===== config.mk =====
export PLATFORM = sky130hd
export DESIGN_NAME = serial_usart_control_sequencer
export DESIGN_NICKNAME = d
export VERILOG_FILES = /design/src/verilog/serial_tx.v /design/src/verilog/serial_rx.v /design/src/verilog/serial_usart_control_sequencer.v
export VERILOG_INCLUDE_DIRS = /design/src /design/src/verilog
export SDC_FILE = /design/constraint.sdc
export NUM_CORES = 1
export LEC_CHECK = 0
export ABC_AREA = 1
export BUFFER_PORTS_ARGS = -buffer_cell sky130_fd_sc_hd__buf_2
export CORE_MARGIN = 5
export CORE_UTILIZATION = 55
export DETAILED_ROUTE_END_ITERATION = 10
export GPL_ROUTABILITY_DRIVEN = 1
export GPL_TIMING_DRIVEN = 0
export PLACE_DENSITY = 0.8
export SLEW_MARGIN = 20
export SYNTH_ARGS = -nofsm -noshare
export SYNTH_HDL_FRONTEND = slang
export SYNTH_SLANG_ARGS = --single-unit
export TNS_END_PERCENT = 10

===== constraint.sdc =====
create_clock -name aclk -period 6.5 [get_ports aclk]
set_input_delay 0.325 -clock aclk [delete_from_list [all_inputs] [get_ports aclk]]
set_output_delay 0.325 -clock aclk [all_outputs]
set_load 0.01 [all_outputs]

===== src/verilog/serial_usart_defines.vh =====
/*
  Constants of the serial control sequencer: register offsets, mode and command
  fields, reset values and bus answers. Assumes inclusion by bare name.
*/
`ifndef SERIAL_USART_DEFINES_VH
`define SERIAL_USART_DEFINES_VH
// Notes on behaviour
// - Serialise host bytes; assemble received bits into bytes.
// - First control write after reset is mode.
// - Mode selects sync or async field decoding.
// - Sync mode: length, parity, external sync, sync count.
// - Async mode: factor 1/16/64, length, parity, stop bits.
// - Sync mode: following control writes are sync characters.
// - Skip second sync character when single; skip both when async.
// - Store sync pattern and use it for framing.
// - After setup every control write is a command.
// - No transfer before a command is written.
// - Commands anytime after mode and sync characters; setting persists.
// - Internal reset bit returns to mode wait.
// - Either reset makes next control write mode.
// - Sync phase writes are sync even if reset-like.
// - Even port data, odd port control and status; here data is at 0x00, control and status at 0x04.
// - Odd port read returns status with ready bits; here the status read is at 0x04.
// - Separate transmit-ready, empty, receive-ready outputs.
// - Board reset idles device awaiting control words.
`define REG_DATA_OFS 8'h00
`define REG_CTRL_OFS 8'h04
`define REG_DIV_OFS  8'h08
`define DIV_RESET    16'h0001
`define MODE_BAUD    1:0
`define MODE_LEN     3:2
`define MODE_PEN     4
`define MODE_EP      5
`define MODE_STOP    7:6
`define MODE_ESD     6
`define MODE_SCS     7
`define BAUD_SYNC    2'h0
`define BAUD_X1      2'h1
`define BAUD_X16     2'h2
`define BAUD_X64     2'h3
`define FACT_X1      7'h01
`define FACT_X16     7'h10
`define FACT_X64     7'h40
`define STOP_15      2'h2
`define STOP_2       2'h3
`define LEN_BASE     4'h5
`define CMD_TXEN     0
`define CMD_RXE      2
`define CMD_SBRK     3
`define CMD_ER       4
`define CMD_IR       6
`define CMD_EH       7
`define RESP_OKAY    2'h0
`define RESP_SLVERR  2'h2
`endif


===== src/verilog/serial_tx.v =====
/*
  Transmit shifter: data LSB first and parity, framed by start and stop bits in async mode only.
  Assumes tick is a one-cycle pulse at the sampling-clock rate.
*/
`timescale 1ns/1ns
`include "serial_usart_defines.vh"
module serial_tx (
    input  wire       aclk,
    input  wire       aresetn,
    input  wire       tick,
    input  wire       load,
    input  wire [7:0] data,
    input  wire [6:0] factor,
    input  wire [7:0] stop_ticks,
    input  wire [3:0] char_len,
    input  wire       parity_en,
    input  wire       parity_even,
    input  wire       sync_mode,
    input  wire       brk,
    output reg        txd,
    output wire       busy
);
localparam T_IDLE = 3'h0, T_START = 3'h1, T_DATA = 3'h2, T_PAR = 3'h3, T_STOP = 3'h4;
reg  [2:0] state_reg;
reg  [7:0] cnt_reg;
reg  [7:0] sh_reg;
reg  [3:0] nb_reg;
reg        par_reg;
wire [7:0] mask        = 8'hFF >> (4'h8 - char_len);
wire [7:0] reload      = {1'b0, factor} - 8'h01;
wire [7:0] stop_reload = stop_ticks - 8'h01;
assign busy = (state_reg != T_IDLE);
always @(posedge aclk) begin
    if (!aresetn) begin
        state_reg <= T_IDLE;
        cnt_reg   <= 8'h00;
        sh_reg    <= 8'h00;
        nb_reg    <= 4'h0;
        par_reg   <= 1'b0;
        txd       <= 1'b1;
    end else begin
        txd <= brk ? 1'b0 : (state_reg == T_START) ? 1'b0 :
               (state_reg == T_DATA) ? sh_reg[0] : (state_reg == T_PAR) ? par_reg : 1'b1;
        if (state_reg == T_IDLE) begin
            if (load) begin
                sh_reg    <= data;
                nb_reg    <= 4'h0;
                cnt_reg   <= reload;
                par_reg   <= (^(data & mask)) ^ ~parity_even;
                state_reg <= sync_mode ? T_DATA : T_START;
            end
        end else if (tick) begin
            if (cnt_reg != 8'h00) begin
                cnt_reg <= cnt_reg - 8'h01;
            end else begin
                cnt_reg <= reload;
                case (state_reg)
                    T_START: state_reg <= T_DATA;
                    T_DATA: begin
                        sh_reg <= sh_reg >> 1;
                        nb_reg <= nb_reg + 4'h1;
                        if (nb_reg == char_len - 4'h1) begin
                            state_reg <= parity_en ? T_PAR : (sync_mode ? T_IDLE : T_STOP);
                            if (!parity_en && !sync_mode) cnt_reg <= stop_reload;
                        end
                    end
                    T_PAR: begin
                        state_reg <= sync_mode ? T_IDLE : T_STOP;
                        if (!sync_mode) cnt_reg <= stop_reload;
                    end
                    default: state_reg <= T_IDLE;
                endcase
            end
        end
    end
end
endmodule // serial_tx


===== src/verilog/serial_rx.v =====
/*
  Receive shifter: async start/stop framing or sync hunt on stored pattern.
  Assumes rxd is synchronised and tick comes no more than every other cycle.
*/
`timescale 1ns/1ns
`include "serial_usart_defines.vh"
module serial_rx (
    input  wire       aclk,
    input  wire       aresetn,
    input  wire       rxd,
    input  wire       tick,
    input  wire       enable,
    input  wire       hunt,
    input  wire       sync_mode,
    input  wire       ext_sync,
    input  wire       single_sync,
    input  wire [6:0] factor,
    input  wire [3:0] char_len,
    input  wire       parity_en,
    input  wire       parity_even,
    input  wire [7:0] sync1,
    input  wire [7:0] sync2,
    output reg        char_valid,
    output reg  [7:0] char_data,
    output reg        parity_err,
    output reg        frame_err,
    output reg        sync_found
);
localparam R_IDLE = 3'h0, R_START = 3'h1, R_DATA = 3'h2, R_PAR = 3'h3;
localparam R_STOP = 3'h4, R_HUNT = 3'h5, R_DONE = 3'h6;
reg  [2:0] state_reg;
reg  [7:0] cnt_reg;
reg  [7:0] sh_reg;
reg  [3:0] nb_reg;
reg        second_reg;
reg        perr_reg;
reg        ferr_reg;
wire [3:0] gap    = 4'h8 - char_len;
wire [7:0] mask   = 8'hFF >> gap;
wire [7:0] shin   = {rxd, sh_reg[7:1]};
wire [7:0] aligned = sh_reg >> gap;
wire [7:0] reload = {1'b0, factor} - 8'h01;
wire       expect_par = (^aligned) ^ ~parity_even;
always @(posedge aclk) begin
    if (!aresetn) begin
        state_reg <= R_IDLE;
        cnt_reg <= 8'h00;
        sh_reg <= 8'h00;
        nb_reg <= 4'h0;
        second_reg <= 1'b0;
        perr_reg <= 1'b0;
        ferr_reg <= 1'b0;
        char_valid <= 1'b0;
        char_data <= 8'h00;
        parity_err <= 1'b0;
        frame_err <= 1'b0;
        sync_found <= 1'b0;
    end else begin
        char_valid <= 1'b0;
        sync_found <= 1'b0;
        if (!enable) begin
            state_reg <= R_IDLE;
        end else if (hunt && sync_mode && !ext_sync) begin
            state_reg <= R_HUNT;
            second_reg <= 1'b0;
        end else if (state_reg == R_IDLE) begin
            nb_reg <= 4'h0;
            second_reg <= 1'b0;
            cnt_reg <= 8'h00;
            if (sync_mode) state_reg <= ext_sync ? R_DATA : R_HUNT;
            else if (tick && !rxd) begin
                state_reg <= R_START;
                cnt_reg <= {2'h0, factor[6:1]};
            end
        end else if (state_reg == R_DONE) begin
            char_data <= aligned;
            parity_err <= perr_reg;
            frame_err <= ferr_reg;
            char_valid <= !second_reg;
            perr_reg <= 1'b0;
            ferr_reg <= 1'b0;
            nb_reg <= 4'h0;
            second_reg <= 1'b0;
            if (second_reg && aligned == (sync2 & mask)) sync_found <= 1'b1;
            state_reg <= !sync_mode ? R_IDLE :
                         (second_reg && aligned != (sync2 & mask)) ? R_HUNT : R_DATA;
        end else if (tick) begin
            if (cnt_reg != 8'h00) begin
                cnt_reg <= cnt_reg - 8'h01;
            end else begin
                cnt_reg <= reload;
                case (state_reg)
                    R_START: state_reg <= rxd ? R_IDLE : R_DATA;
                    R_DATA: begin
                        sh_reg <= shin;
                        nb_reg <= nb_reg + 4'h1;
                        if (nb_reg == char_len - 4'h1)
                            state_reg <= parity_en ? R_PAR : (sync_mode ? R_DONE : R_STOP);
                    end
                    R_PAR: begin
                        perr_reg <= (rxd != expect_par);
                        state_reg <= sync_mode ? R_DONE : R_STOP;
                    end
                    R_STOP: begin
                        ferr_reg <= !rxd;
                        state_reg <= R_DONE;
                    end
                    R_HUNT: begin
                        sh_reg <= shin;
                        if ((shin >> gap) == (sync1 & mask)) begin
                            sync_found <= single_sync;
                            second_reg <= !single_sync;
                            nb_reg <= 4'h0;
                            state_reg <= R_DATA;
                        end
                    end
                    default: state_reg <= R_IDLE;
                endcase
            end
        end
    end
end
endmodule // serial_rx


===== src/verilog/serial_usart_control_sequencer.v =====
/*
  Serial communications controller with mode, sync and command sequencing,
  reached as an AXI4-Lite slave. Assumes one clock and a synchronous reset;
  rxd arrives from outside the clock domain.
*/
`timescale 1ns/1ns
`include "serial_usart_defines.vh"
module serial_usart_control_sequencer #(
    parameter ADDR_W = 8
) (
    input  wire              aclk,
    input  wire              aresetn,
    input  wire [ADDR_W-1:0] awaddr,
    input  wire              awvalid,
    output reg               awready,
    input  wire [31:0]       wdata,
    input  wire [3:0]        wstrb,
    input  wire              wvalid,
    output reg               wready,
    output reg  [1:0]        bresp,
    output reg               bvalid,
    input  wire              bready,
    input  wire [ADDR_W-1:0] araddr,
    input  wire              arvalid,
    output reg               arready,
    output reg  [31:0]       rdata,
    output reg  [1:0]        rresp,
    output reg               rvalid,
    input  wire              rready,
    input  wire              rxd,
    output wire              txd,
    output reg               tx_holding_ready,
    output reg               rx_char_ready,
    output reg               tx_all_empty
);

localparam C_MODE  = 2'h0;
localparam C_SYNC1 = 2'h1;
localparam C_SYNC2 = 2'h2;
localparam C_CMD   = 2'h3;

localparam SEL_NONE = 2'h0;
localparam SEL_DATA = 2'h1;
localparam SEL_CTRL = 2'h2;
localparam SEL_DIV  = 2'h3;

// Maps a byte address onto one of the three registers.
function [1:0] reg_sel;
    input [ADDR_W-1:0] a;
    begin
        if (a == `REG_DATA_OFS) begin
            reg_sel = SEL_DATA;
        end else if (a == `REG_CTRL_OFS) begin
            reg_sel = SEL_CTRL;
        end else if (a == `REG_DIV_OFS) begin
            reg_sel = SEL_DIV;
        end else begin
            reg_sel = SEL_NONE;
        end
    end
endfunction

reg  [ADDR_W-1:0] aw_addr_reg;
reg               aw_full_reg;
reg  [31:0]       w_data_reg;
reg  [3:0]        w_strb_reg;
reg               w_full_reg;
reg  [1:0]        ctrl_state_reg;
reg  [7:0]        mode_reg;
reg  [7:0]        cmd_reg;
reg  [7:0]        sync1_reg;
reg  [7:0]        sync2_reg;
reg  [15:0]       div_reg;
reg  [15:0]       brg_cnt_reg;
reg               tick_reg;
reg  [7:0]        hold_reg;
reg               hold_full_reg;
reg  [7:0]        rx_data_reg;
reg               rx_ready_reg;
reg               pe_reg;
reg               oe_reg;
reg               fe_reg;
reg               syndet_reg;
reg               hunt_reg;
reg               rxd_meta_reg;
reg               rxd_sync_reg;
reg  [6:0]        factor;
reg  [7:0]        stop_ticks;

wire [1:0] wr_sel  = reg_sel(aw_addr_reg);
wire [1:0] rd_sel  = reg_sel(araddr);
wire       do_write = aw_full_reg && w_full_reg && !bvalid;
wire       ar_take  = arvalid && arready;
wire       wr_data  = do_write && wr_sel == SEL_DATA && w_strb_reg[0];
wire       wr_ctrl  = do_write && wr_sel == SEL_CTRL && w_strb_reg[0];
wire       rd_data  = ar_take && rd_sel == SEL_DATA;
wire       rd_stat  = ar_take && rd_sel == SEL_CTRL;
wire [7:0] wbyte    = w_data_reg[7:0];
wire       in_cmd   = (ctrl_state_reg == C_CMD);
wire       sync_mode = (mode_reg[`MODE_BAUD] == `BAUD_SYNC);
wire [3:0] char_len = `LEN_BASE + {2'h0, mode_reg[`MODE_LEN]};
wire       tx_en    = in_cmd && cmd_reg[`CMD_TXEN];
wire       rx_en    = in_cmd && cmd_reg[`CMD_RXE];
wire       ir_cmd   = wr_ctrl && in_cmd && wbyte[`CMD_IR];
wire       er_cmd   = wr_ctrl && in_cmd && wbyte[`CMD_ER];
wire       tx_busy;
wire       tx_load  = tx_en && hold_full_reg && !tx_busy;
wire       rx_valid;
wire [7:0] rx_char;
wire       rx_perr;
wire       rx_ferr;
wire       rx_sync;
wire [7:0] status;

assign status = {1'b0, syndet_reg, fe_reg, oe_reg, pe_reg,
                 tx_all_empty, rx_ready_reg, tx_holding_ready};

// Baud factor and stop length follow the mode in force.
always @* begin
    case (mode_reg[`MODE_BAUD])
        `BAUD_X16: factor = `FACT_X16;
        `BAUD_X64: factor = `FACT_X64;
        default:   factor = `FACT_X1;
    endcase
    case (mode_reg[`MODE_STOP])
        `STOP_15: stop_ticks = {1'b0, factor} + {2'h0, factor[6:1]};
        `STOP_2:  stop_ticks = {factor, 1'b0};
        default:  stop_ticks = {1'b0, factor};
    endcase
end

// Two-stage synchroniser for the serial input.
always @(posedge aclk) begin
    if (!aresetn) begin
        rxd_meta_reg <= 1'b1;
        rxd_sync_reg <= 1'b1;
    end else begin
        rxd_meta_reg <= rxd;
        rxd_sync_reg <= rxd_meta_reg;
    end
end

// Sampling-clock divider, one tick every div_reg plus one cycles.
always @(posedge aclk) begin
    if (!aresetn) begin
        brg_cnt_reg <= 16'h0000;
        tick_reg    <= 1'b0;
    end else if (brg_cnt_reg == 16'h0000) begin
        brg_cnt_reg <= div_reg;
        tick_reg    <= 1'b1;
    end else begin
        brg_cnt_reg <= brg_cnt_reg - 16'h0001;
        tick_reg    <= 1'b0;
    end
end

// Write channel: address and data taken in either order, answered after both.
always @(posedge aclk) begin
    if (!aresetn) begin
        awready     <= 1'b1;
        wready      <= 1'b1;
        aw_full_reg <= 1'b0;
        w_full_reg  <= 1'b0;
        aw_addr_reg <= {ADDR_W{1'b0}};
        w_data_reg  <= 32'h00000000;
        w_strb_reg  <= 4'h0;
        bvalid      <= 1'b0;
        bresp       <= `RESP_OKAY;
    end else begin
        if (awvalid && awready) begin
            aw_addr_reg <= awaddr;
            aw_full_reg <= 1'b1;
            awready     <= 1'b0;
        end
        if (wvalid && wready) begin
            w_data_reg <= wdata;
            w_strb_reg <= wstrb;
            w_full_reg <= 1'b1;
            wready     <= 1'b0;
        end
        if (do_write) begin
            aw_full_reg <= 1'b0;
            w_full_reg  <= 1'b0;
            bvalid      <= 1'b1;
            bresp       <= (wr_sel == SEL_NONE) ? `RESP_SLVERR : `RESP_OKAY;
        end else if (bvalid && bready) begin
            bvalid  <= 1'b0;
            awready <= 1'b1;
            wready  <= 1'b1;
        end
    end
end

// Read channel: answered one cycle after the address is taken.
always @(posedge aclk) begin
    if (!aresetn) begin
        arready <= 1'b1;
        rvalid  <= 1'b0;
        rdata   <= 32'h00000000;
        rresp   <= `RESP_OKAY;
    end else if (ar_take) begin
        arready <= 1'b0;
        rvalid  <= 1'b1;
        rresp   <= `RESP_OKAY;
        if (rd_sel == SEL_DATA) begin
            rdata <= {24'h000000, rx_data_reg};
        end else if (rd_sel == SEL_CTRL) begin
            rdata <= {24'h000000, status};
        end else if (rd_sel == SEL_DIV) begin
            rdata <= {16'h0000, div_reg};
        end else begin
            rdata <= 32'h00000000;
            rresp <= `RESP_SLVERR;
        end
    end else if (rvalid && rready) begin
        rvalid  <= 1'b0;
        arready <= 1'b1;
    end
end

// Control-word sequencer: mode, optional sync characters, then commands.
always @(posedge aclk) begin
    if (!aresetn) begin
        ctrl_state_reg <= C_MODE;
        mode_reg       <= 8'h00;
        cmd_reg        <= 8'h00;
        sync1_reg      <= 8'h00;
        sync2_reg      <= 8'h00;
        div_reg        <= `DIV_RESET;
        hunt_reg       <= 1'b0;
    end else begin
        hunt_reg <= 1'b0;
        if (do_write && wr_sel == SEL_DIV) begin
            if (w_strb_reg[0]) div_reg[7:0] <= w_data_reg[7:0];
            if (w_strb_reg[1]) div_reg[15:8] <= w_data_reg[15:8];
        end
        if (wr_ctrl) begin
            case (ctrl_state_reg)
                C_MODE: begin
                    mode_reg <= wbyte;
                    cmd_reg  <= 8'h00;
                    if (wbyte[`MODE_BAUD] == `BAUD_SYNC) begin
                        ctrl_state_reg <= C_SYNC1;
                    end else begin
                        ctrl_state_reg <= C_CMD;
                    end
                end
                C_SYNC1: begin
                    sync1_reg <= wbyte;
                    ctrl_state_reg <= mode_reg[`MODE_SCS] ? C_CMD : C_SYNC2;
                end
                C_SYNC2: begin
                    sync2_reg <= wbyte;
                    ctrl_state_reg <= C_CMD;
                end
                default: begin
                    if (wbyte[`CMD_IR]) begin
                        ctrl_state_reg <= C_MODE;
                        cmd_reg        <= 8'h00;
                    end else begin
                        cmd_reg  <= wbyte;
                        hunt_reg <= wbyte[`CMD_EH];
                    end
                end
            endcase
        end
    end
end

// Transmit holding buffer and ready flags; a new write wins over a load.
always @(posedge aclk) begin
    if (!aresetn) begin
        hold_reg         <= 8'h00;
        hold_full_reg    <= 1'b0;
        tx_holding_ready <= 1'b0;
        tx_all_empty     <= 1'b1;
    end else begin
        if (wr_data) begin
            hold_reg      <= wbyte;
            hold_full_reg <= 1'b1;
        end else if (tx_load || ir_cmd) begin
            hold_full_reg <= 1'b0;
        end
        tx_holding_ready <= tx_en && !hold_full_reg && !wr_data;
        tx_all_empty     <= !hold_full_reg && !tx_busy && !wr_data && !tx_load;
    end
end

// Receive buffer and status flags; a hardware set wins over a clear.
always @(posedge aclk) begin
    if (!aresetn) begin
        rx_data_reg   <= 8'h00;
        rx_ready_reg  <= 1'b0;
        rx_char_ready <= 1'b0;
        pe_reg        <= 1'b0;
        oe_reg        <= 1'b0;
        fe_reg        <= 1'b0;
        syndet_reg    <= 1'b0;
    end else begin
        if (rx_valid) begin
            rx_data_reg  <= rx_char;
            rx_ready_reg <= 1'b1;
        end else if (rd_data || ir_cmd) begin
            rx_ready_reg <= 1'b0;
        end
        rx_char_ready <= (rx_valid || rx_ready_reg) && !((rd_data || ir_cmd) && !rx_valid);
        if (rx_valid && rx_ready_reg) oe_reg <= 1'b1;
        else if (er_cmd || ir_cmd) oe_reg <= 1'b0;
        if (rx_valid && rx_perr) pe_reg <= 1'b1;
        else if (er_cmd || ir_cmd) pe_reg <= 1'b0;
        if (rx_valid && rx_ferr) fe_reg <= 1'b1;
        else if (er_cmd || ir_cmd) fe_reg <= 1'b0;
        if (rx_sync) syndet_reg <= 1'b1;
        else if (rd_stat || ir_cmd) syndet_reg <= 1'b0;
    end
end

serial_tx u_tx (
    .aclk        (aclk),
    .aresetn     (aresetn),
    .tick        (tick_reg),
    .load        (tx_load),
    .data        (hold_reg),
    .factor      (factor),
    .stop_ticks  (stop_ticks),
    .char_len    (char_len),
    .parity_en   (mode_reg[`MODE_PEN]),
    .parity_even (mode_reg[`MODE_EP]),
    .sync_mode   (sync_mode),
    .brk         (in_cmd && cmd_reg[`CMD_SBRK]),
    .txd         (txd),
    .busy        (tx_busy)
);

serial_rx u_rx (
    .aclk        (aclk),
    .aresetn     (aresetn),
    .rxd         (rxd_sync_reg),
    .tick        (tick_reg),
    .enable      (rx_en),
    .hunt        (hunt_reg),
    .sync_mode   (sync_mode),
    .ext_sync    (mode_reg[`MODE_ESD]),
    .single_sync (mode_reg[`MODE_SCS]),
    .factor      (factor),
    .char_len    (char_len),
    .parity_en   (mode_reg[`MODE_PEN]),
    .parity_even (mode_reg[`MODE_EP]),
    .sync1       (sync1_reg),
    .sync2       (sync2_reg),
    .char_valid  (rx_valid),
    .char_data   (rx_char),
    .parity_err  (rx_perr),
    .frame_err   (rx_ferr),
    .sync_found  (rx_sync)
);

endmodule // serial_usart_control_sequencer


* After elaboration in Yosys (flattened, before gate mapping)
Cells that the tools add are included.
Storage, ports and cells: flip-flop bits (word level) 223, logic and storage cells 371, input bits 60, memory bits (read-only) 0, memories kept 0, latch bits 0, RAM bits 0
Cells by class: bitwise operators 14, order comparisons 0, $add $sub $neg 11, shift-type cells 3, reductions and logical operators 118, divide/modulo/power cells 0, $mul 0, mux-type cells 125, eq/ne operators 45
Operators with widths (number):
- two-way mux 8 bit | 17
- two-way mux 16 bit | 4
- two-way mux 3 bit | 20
- two-way mux 1 bit | 49
- two-way mux 4 bit | 11
- logical AND 1 bit | 38
- one-hot mux 8 bit (2 select lines) | 2
- two-way mux 2 bit | 15
- nonzero test 2 bit | 14
- bitwise AND 8 bit | 3
- subtractor 8 x 1 -> 8 bit (second input constant) | 3
- equality test 2 bit (second input constant) | 10
- AND reduction 2 bit | 10
- nonzero test 4 bit | 5
- AND reduction 6 bit | 3
- equality test 8 x 3 -> 1 bit (second input constant) | 2
- equality test 8 x 4 -> 1 bit (second input constant) | 2
- equality test 8 bit | 2
- logical NOT 16 bit | 1
- logical NOT 8 bit | 2
- one-hot mux 4 bit (2 select lines) | 2
- AND reduction 4 bit | 4
- nonzero test 8 bit | 2
- parity 8 bit | 2
- 43 further kinds | 93

* Longest topological paths before layout
Gate-level depths: netlist of run 1.
word-level depth 13, gate-level depth with buffers 19, mapped depth without buffers 18

* By module
Synthesis of run 1 repeated with hierarchy kept, for this count alone.
Unflattened totals: cells, all modules 1745, area, all modules 11434.7 µm²
By module, submodules not included:
- serial_usart_control_sequencer | area an instance 6170.9 µm², cells an instance 863, times used 1
- serial_rx | area an instance 3135.5 µm², cells an instance 536, times used 1
- serial_tx | area an instance 2128.3 µm², cells an instance 346, times used 1

* Least setup slack after synthesis of run 1
Ideal clock, no wire load.
path kind flip-flop to flip-flop, start reg mode_reg[2], end reg u_rx.nb_reg[1], path buffers 1, library setup time 128 ps, slack 4157 ps, arrival 2215 ps, required time 6372 ps, clock period less this slack 2343 ps, cell stages (with the launch flop) 18, path through dfxtp_1 inv_2 buf_6 ha_1 nand2_2 inv_2 nor2_8 nand2_2 nand2_2 nand2_1 nand3_1 nand2_1 nor2_1 nand2_2 nand2_4 nand3_4 o21ai_1 nor2_1
Between the ends: longest elaborated chain between the ends 7, elaborated cells on any way between the ends 8
Ends and longest elaborated chain:
- start, declared | RTL line serial_usart_control_sequencer.v:69 | reg [7:0] mode_reg;
- start signal, assigned | RTL line serial_usart_control_sequencer.v:240 | mode_reg <= wbyte;
- adder 3 x 2 -> 4 bit (no source line) (*)
- subtractor 4 bit (*) | RTL line serial_rx.v:38 | wire [3:0] gap = 4'h8 - char_len;
- >> shifter 8 x 4 -> 8 bit | RTL line serial_rx.v:39 | wire [7:0] mask = 8'hFF >> gap;
- bitwise AND 8 bit | RTL line serial_rx.v:110 | if ((shin >> gap) == (sync1 & mask)) begin
- equality test 8 bit (*) | RTL line serial_rx.v:110
- inequality test 4 x 1 -> 1 bit (no source line) (*)
- AND reduction 6 bit (no source line) (*)
- end signal, assigned | RTL line serial_rx.v:96 | nb_reg <= nb_reg + 4'h1;
- end, declared | RTL line serial_rx.v:34 | reg [3:0] nb_reg;
Mark *: on every way between the ends. The rest lies on a longest branch, timed or not. A chain may end at the register's enable or synchronous reset.

* Worst setup path after layout of run 1
start reg mode_reg[2], end reg u_rx.state_reg[2]
Between the ends: longest elaborated chain between the ends 11, elaborated cells on any way between the ends 20
Ends and longest elaborated chain:
- adder 3 x 2 -> 4 bit (no source line) (*)
- subtractor 4 bit | RTL line serial_rx.v:38
- >> shifter 8 x 4 -> 8 bit | RTL line serial_rx.v:39
- bitwise AND 8 bit | RTL line serial_rx.v:86 | (second_reg && aligned != (sync2 & mask)) ? R_HUNT : R_DATA;
- inequality test 8 bit | RTL line serial_rx.v:86
- logical AND 1 bit | RTL line serial_rx.v:86
- two-way mux 3 bit | RTL line serial_rx.v:86
- two-way mux 3 bit | RTL line serial_rx.v:85 | state_reg <= !sync_mode ? R_IDLE :
- two-way mux 3 bit | RTL line serial_rx.v:75 | end else if (state_reg == R_DONE) begin
- two-way mux 3 bit | RTL line serial_rx.v:66 | end else if (state_reg == R_IDLE) begin
- two-way mux 3 bit | RTL line serial_rx.v:63 | end else if (hunt && sync_mode && !ext_sync) begin
- end signal, assigned | RTL line serial_rx.v:70 | if (sync_mode) state_reg <= ext_sync ? R_DATA : R_HUNT;
- end signal, assigned | RTL line serial_rx.v:85
- end signal, assigned | RTL line serial_rx.v:93 | R_START: state_reg <= rxd ? R_IDLE : R_DATA;
- end, declared | RTL line serial_rx.v:31 | reg [2:0] state_reg;
Marks and branches as above.

==> flow_summary.ini, run 1 <==
[clock_tree]
clk_pin_slew_ns = 0.06
clock_sinks = 204
clockRootBuffer = clkbuf_16
clock_latency_ns = 0.50
cts_made_buffers = 22
tritoncts = yes
max-clock-path-buffers = 3
htreeDepth = 1

[place]
io_buffer_count = 67
gp_congestion = 0.938
dp_slack_ns = 3.62
dp.final_hpwl_um = 21400
placed_area_sq_um = 10700

[layout]
mostFrequentLayoutCells = nand2_1, dfxtp_1, nor2_1
mostFrequentLayoutCell = nand2_1
drive_gt1_share_pct = 11.0
utilization_pct = 63.5
n_antenna_cell = 0
ff_latch_area_sq_um = 4080
nNetsFinal = 1612
multiInputGateArea_sq_um = 4990
fin_area_sq_um = 11400
nFillCells = 1605
syn_to_final_growth_pct = 14.1

[sta]
setup_viol = 0
slew_violations = 0
grt_setup_unrepaired = false
min_period_ns = 2.93
fin_skew_ns = 0.00971
fin_crit_sh_pct = 45.0
setup_tns_ns = 0
timing.fmax_ghz = 0.342
max_slew_margin_pct = 30.4
fin_ws_ns = 3.57
holdWs_ns = 0.0249
hold_viol = 0
worst_pin_slew_ns = 1.04

[logic_synthesis]
avgSynthCellArea_sq_um = 7.01
synth_edf_count = 0
ys.warnings.count = 0
ys_types = 51
synthFlopType = dfxtp_1
netlist_instances = 1426
synth_area_sq_um = 10000
async_reset_ff_share_pct = 0
ys_seq_area_share_pct = 40.8
synth-seq-cells = 204

[setup_path]
critPathMaxFanout = 11
crit_path_max_incr_delay_ns = 0.54
cp_common_cell = nand2_1
path_cells = inv_2 -> buf_6 -> ha_1 -> nand2_2 -> inv_2 -> nor2_8 -> nand2_1 -> nand3_1 -> nand2_1 -> nand2_1 -> inv_1 -> nand2_1 -> nor2_1 -> nand2_1 -> nand3_1 -> nand3_1 -> nor2_1 -> nor2_1
slowest_stage = dfxtp_1
arrival_ns = 3.32
worstSetupStartpointType = register
cp.buffers_inverters = 4
end_kind = register
critPathTopFamily = simple AND/OR/NAND/NOR gates
worst_ep_required_time_ns = 6.90
path_class = reg -> reg

[die]
die_h_um = 145
pin_count = 105
die-area_sq_um = 21000
coreArea_sq_um = 18000
initial_core_util_pct = 55.7
rows = 49
chipWidth_um = 145

[grt]
grt_pass1_wl_um = 45800
antenna_found_initial = 1
grt_use_met1_pct = 37.2
grt_overflow_total = 0
grt_max_degree = 14
grt_pass1_vias = 9283
track_usage_pct = 27.1
grt_use_met2_pct = 42.7
met3_usage_pct = 5.62
grt.busiest_layer = met2

[detailed_routing]
wl_per_cell_um = 16.3
route.vias.total = 10000
detail-route-antenna-nets = 0
avgViaCountPerCell = 5.63
drcViolationCount = 0
firstDrtPassIters = 6
drt_iter0_drc = 1004
routed_wl_um = 29000

[power]
peakVddDrop_mv = 0.317
power.density_nw_per_um2 = 265
cellLeakagePower_nw = 4.96

[min_path]
hold_class = in -> reg

[outcome]
status = completed

[flow_run]
cap_viol_max_count = 0
==> path summary, 6_finish.rpt <==
check                           startpoint                        endpoint  slack, ns  cells after the start
setup / recovery  mode_reg[2]$_SDFFE_PN0P_  u_rx.state_reg[2]$_SDFFE_PN0P_       3.57                     18
hold / removal                      wvalid               wready$_SDFF_PN1_       0.02                      2
setup reg to reg  mode_reg[2]$_SDFFE_PN0P_  u_rx.state_reg[2]$_SDFFE_PN0P_       3.57                     18
hold reg to reg    rxd_meta_reg$_SDFF_PN1_         rxd_sync_reg$_SDFF_PN1_       0.42                      1
==> area by class of cell <==
class                   instances  share of cell area, %
flip-flops and latches        204                   35.8
clock inverters                 5                  0.460
inverters                     172                   5.66
multi-input cells            1004                   43.8
plain buffers                  63                   2.99
clock buffers                  33                   5.81
repair buffers                 68                   3.03
well taps                     229                   2.51
==> through the flow <==
step / instances / power (W)
finish: 1778 / 0.00303
global route: 1778 / 0.00315
global placement: 1739 / 0.00179
detailed placement: 1739 / 0.00181
CTS: 1778 / 0.00303
floorplan: 1443 / 0.00169
==> timing repair <==
item	CTS	global route
hold buffers	1	0
gates resized for setup	0	0
hold endpoints to repair	1	0
setup buffers	0	0
==> cell usage after synthesis, types with 4 or more instances <==
master	instances	area share (%)
nand2_1	268	10
dfxtp_1	204	41
nor2_1	169	6.3
inv_1	166	6.2
o21ai_0	156	7.8
a21oi_1	130	6.5
nand3_1	78	3.9
clkbuf_1	33	1.2
a31oi_1	22	1.4
buf_4	22	1.7
nand4_1	19	1.2
ha_1	17	2.1
nand2_2	13	0.81
nor3_1	13	0.65
xor2_1	13	1.1
nor4_1	9	0.56
o221ai_1	9	0.79
xnor2_1	8	0.70
inv_2	6	0.23
nor2_2	6	0.38
o211ai_1	6	0.45
buf_1	5	0.19
o22ai_1	5	0.31
nand3_2	4	0.40
o21ai_1	4	0.20
==> layer usage <==
layer / part of all wire (%) / vias to the layer above
met5: 0.028 / -
met4: 3.5 / 2
met3: 9.4 / 79
met2: 45 / 392
met1: 42 / 4638
li1: - / 4897
==> where the power goes <==
part           leakage (nW)  internal (W)  switching, W
Clock                 0.351      0.000741      0.000494
Sequential             1.66       0.00132     0.0000691
Combinational          2.95      0.000150      0.000252
==> kinds of logic (layout without fill, tap and decap cells) <==
logic type	count (synthesis)	count (layout)	synth area share (%)
other	1	18	0.0375
adder cells (fa/ha/maj)	17	17	2.13
buffers and inverters	235	341	9.87
XOR/XNOR	21	21	1.84
flip-flops	204	204	40.8
AO/OA/AOI/OAI	349	349	18.8
AND/OR/NAND/NOR	599	599	26.5
No activity file was read; power rests on OpenSTA's default activity.
==> run 2, diff against run 1 <==
Clock period 6.5 ns to 2.85 ns, I/O delays scaled along.
==> flow_summary.ini, run 2 (synthesized netlist as in run 1, its figures left out) <==
[clock_tree]
tritoncts = yes
clockRootBuffer = clkbuf_16
clk_pin_slew_ns = 0.06
cts_made_buffers = 22
max-clock-path-buffers = 3
clock_latency_ns = 0.51
htreeDepth = 1
clock_sinks = 204

[detailed_routing]
detail-route-antenna-nets = 0
routed_wl_um = 30200
avgViaCountPerCell = 5.64
route.vias.total = 10200
firstDrtPassIters = 6
drcViolationCount = 0
wl_per_cell_um = 16.7
drt_iter0_drc = 924

[grt]
grt_overflow_total = 0
antenna_found_initial = 1
grt_pass1_wl_um = 47400
track_usage_pct = 28.2
grt_pass1_vias = 9579
grt_max_degree = 14

[setup_path]
critPathMaxFanout = 11
critPathTopFamily = simple AND/OR/NAND/NOR gates
cp.buffers_inverters = 3
cp_common_cell = nand2_1
worstSetupStartpointType = register
reg2reg_from = mode_reg[2]$_SDFFE_PN0P_
path_cells = inv_2 -> buf_6 -> ha_1 -> inv_1 -> nand2_1 -> nand2_4 -> nand2_1 -> nand2_2 -> nand2_1 -> nand3_1 -> nand2_1 -> nor2_1 -> nand2_2 -> nand2_4 -> nand3_4 -> o21ai_1 -> nor2_1
r2r_cells = 17
worst_ep_required_time_ns = 3.21
path_class = reg -> reg
slowest_stage = dfxtp_4
end_kind = register
crit_path_max_incr_delay_ns = 0.41
arrival_ns = 3.06
cp.depth = 17
crit_start = mode_reg[2]$_SDFFE_PN0P_

[min_path]
min_from = arvalid
hold_depth = 4
hold_class = in -> reg

[sta]
timing.fmax_ghz = 0.370
min_period_ns = 2.70
fin_crit_sh_pct = 94.8
setup_viol = 0
fin_skew_ns = 0.0128
worst_pin_slew_ns = 1.06
holdWs_ns = 0.0277
max_slew_margin_pct = 28.7
slew_violations = 0
hold_viol = 0

[place]
placed_cells = 1739
dp.final_hpwl_um = 21400
gp_congestion = 0.938
io_buffer_count = 67

[layout]
drive_gt1_share_pct = 10.9
multiInputGateArea_sq_um = 5000
mostFrequentLayoutCells = nand2_1, dfxtp_1, nor2_1
syn_to_final_growth_pct = 17.6
ff_latch_area_sq_um = 4090
nNetsFinal = 1645
mostFrequentLayoutCell = nand2_1
utilization_pct = 65.4
stdcell_count = 1813
nFillCells = 1527

[power]
power.density_nw_per_um2 = 591
peakVddDrop_mv = 0.720
cellLeakagePower_nw = 5.09

[die]
chipWidth_um = 145
rows = 49
initial_core_util_pct = 55.7
coreArea_sq_um = 18000
pin_count = 105
die_h_um = 145
die-area_sq_um = 21000

[outcome]
status = completed

[flow_run]
cap_viol_max_count = 0
## run 2: cell count changes in the layout (fill, tap and decap cells not counted)
cell,before,now
dlygate4sd3_1,1,33
diode_2,0,2
buf_4,22,23
dfxtp_1,204,203
dfxtp_4,0,1
nor2_1,169,168
nor2_4,3,4
## run 2: timing repair
action,4_1_cts,5_1_grt
endpoints found under the setup margin,2,8
hold endpoints to repair,32,0
pin swaps,0,1
hold buffers,33,0
setup buffers,0,1
gates resized for setup,1,3
## run 2: area by class of cell
type	instances	area share (%)
antenna	2	0.0426
buffer	63	2.91
multi-input combinational	1004	42.5
inverter	172	5.49
sequential	204	34.8
clock inverter	5	0.447
tap	229	2.44
clock buffer	33	5.64
timing repair buffer	101	5.73
## run 2: metrics by stage
| step | setup TNS (ns) | power [W] | cell area, sq um | setup slack [ns] |
|---|---|---|---|---|
| CTS | 0 | 0.00695 | 11700 | 0.101 |
| floorplan | 0 | 0.00385 | 10100 | 0.507 |
| finish | 0 | 0.00695 | 11800 | 0.149 |
| global placement | -0.0241 | 0.00409 | 10700 | -0.0239 |
| detailed placement | -0.0505 | 0.00412 | 10700 | -0.0289 |
| global route | -0.00456 | 0.00724 | 11800 | -0.00456 |
## run 2: final timing paths
path | endpoint | slack, ns
worst min register to register | rxd_sync_reg$_SDFF_PN1_ | 0.43
worst max register to register | u_rx.nb_reg[1]$_SDFFE_PN0P_ | 0.15
worst min-delay path | rresp[1]$_SDFFE_PN0P_ | 0.03
worst max-delay path | u_rx.nb_reg[1]$_SDFFE_PN0P_ | 0.15
## run 2: routing by layer
| layer | GRT usage [%] | vias to the layer above | part of all wire, % |
|---|---|---|---|
| met5 | 0 | - | 0 |
| li1 | - | 4966 | - |
| met4 | 11.4 | 0 | 4.2 |
| met1 | 37.9 | 4678 | 41 |
| met3 | 5.98 | 102 | 10 |
| met2 | 44.3 | 478 | 45 |
## run 2: worst register-to-register path, delay by kind of cell (launching register included)
family                     cells  cell delay [ns]
buffers and inverters          3             0.36
adders and majority gates      1             0.36
AOI/OAI and AO/OA              1             0.14
and+or+nand+nor               12             1.30
DFF                            1             0.41
## run 2: power breakdown
group	switching (W)	internal, W	total [W]
combinational	0.000587	0.000372	0.000959
sequential	0.000158	0.00301	0.00317
clock	0.00114	0.00169	0.00283
total	0.00188	0.00507	0.00695
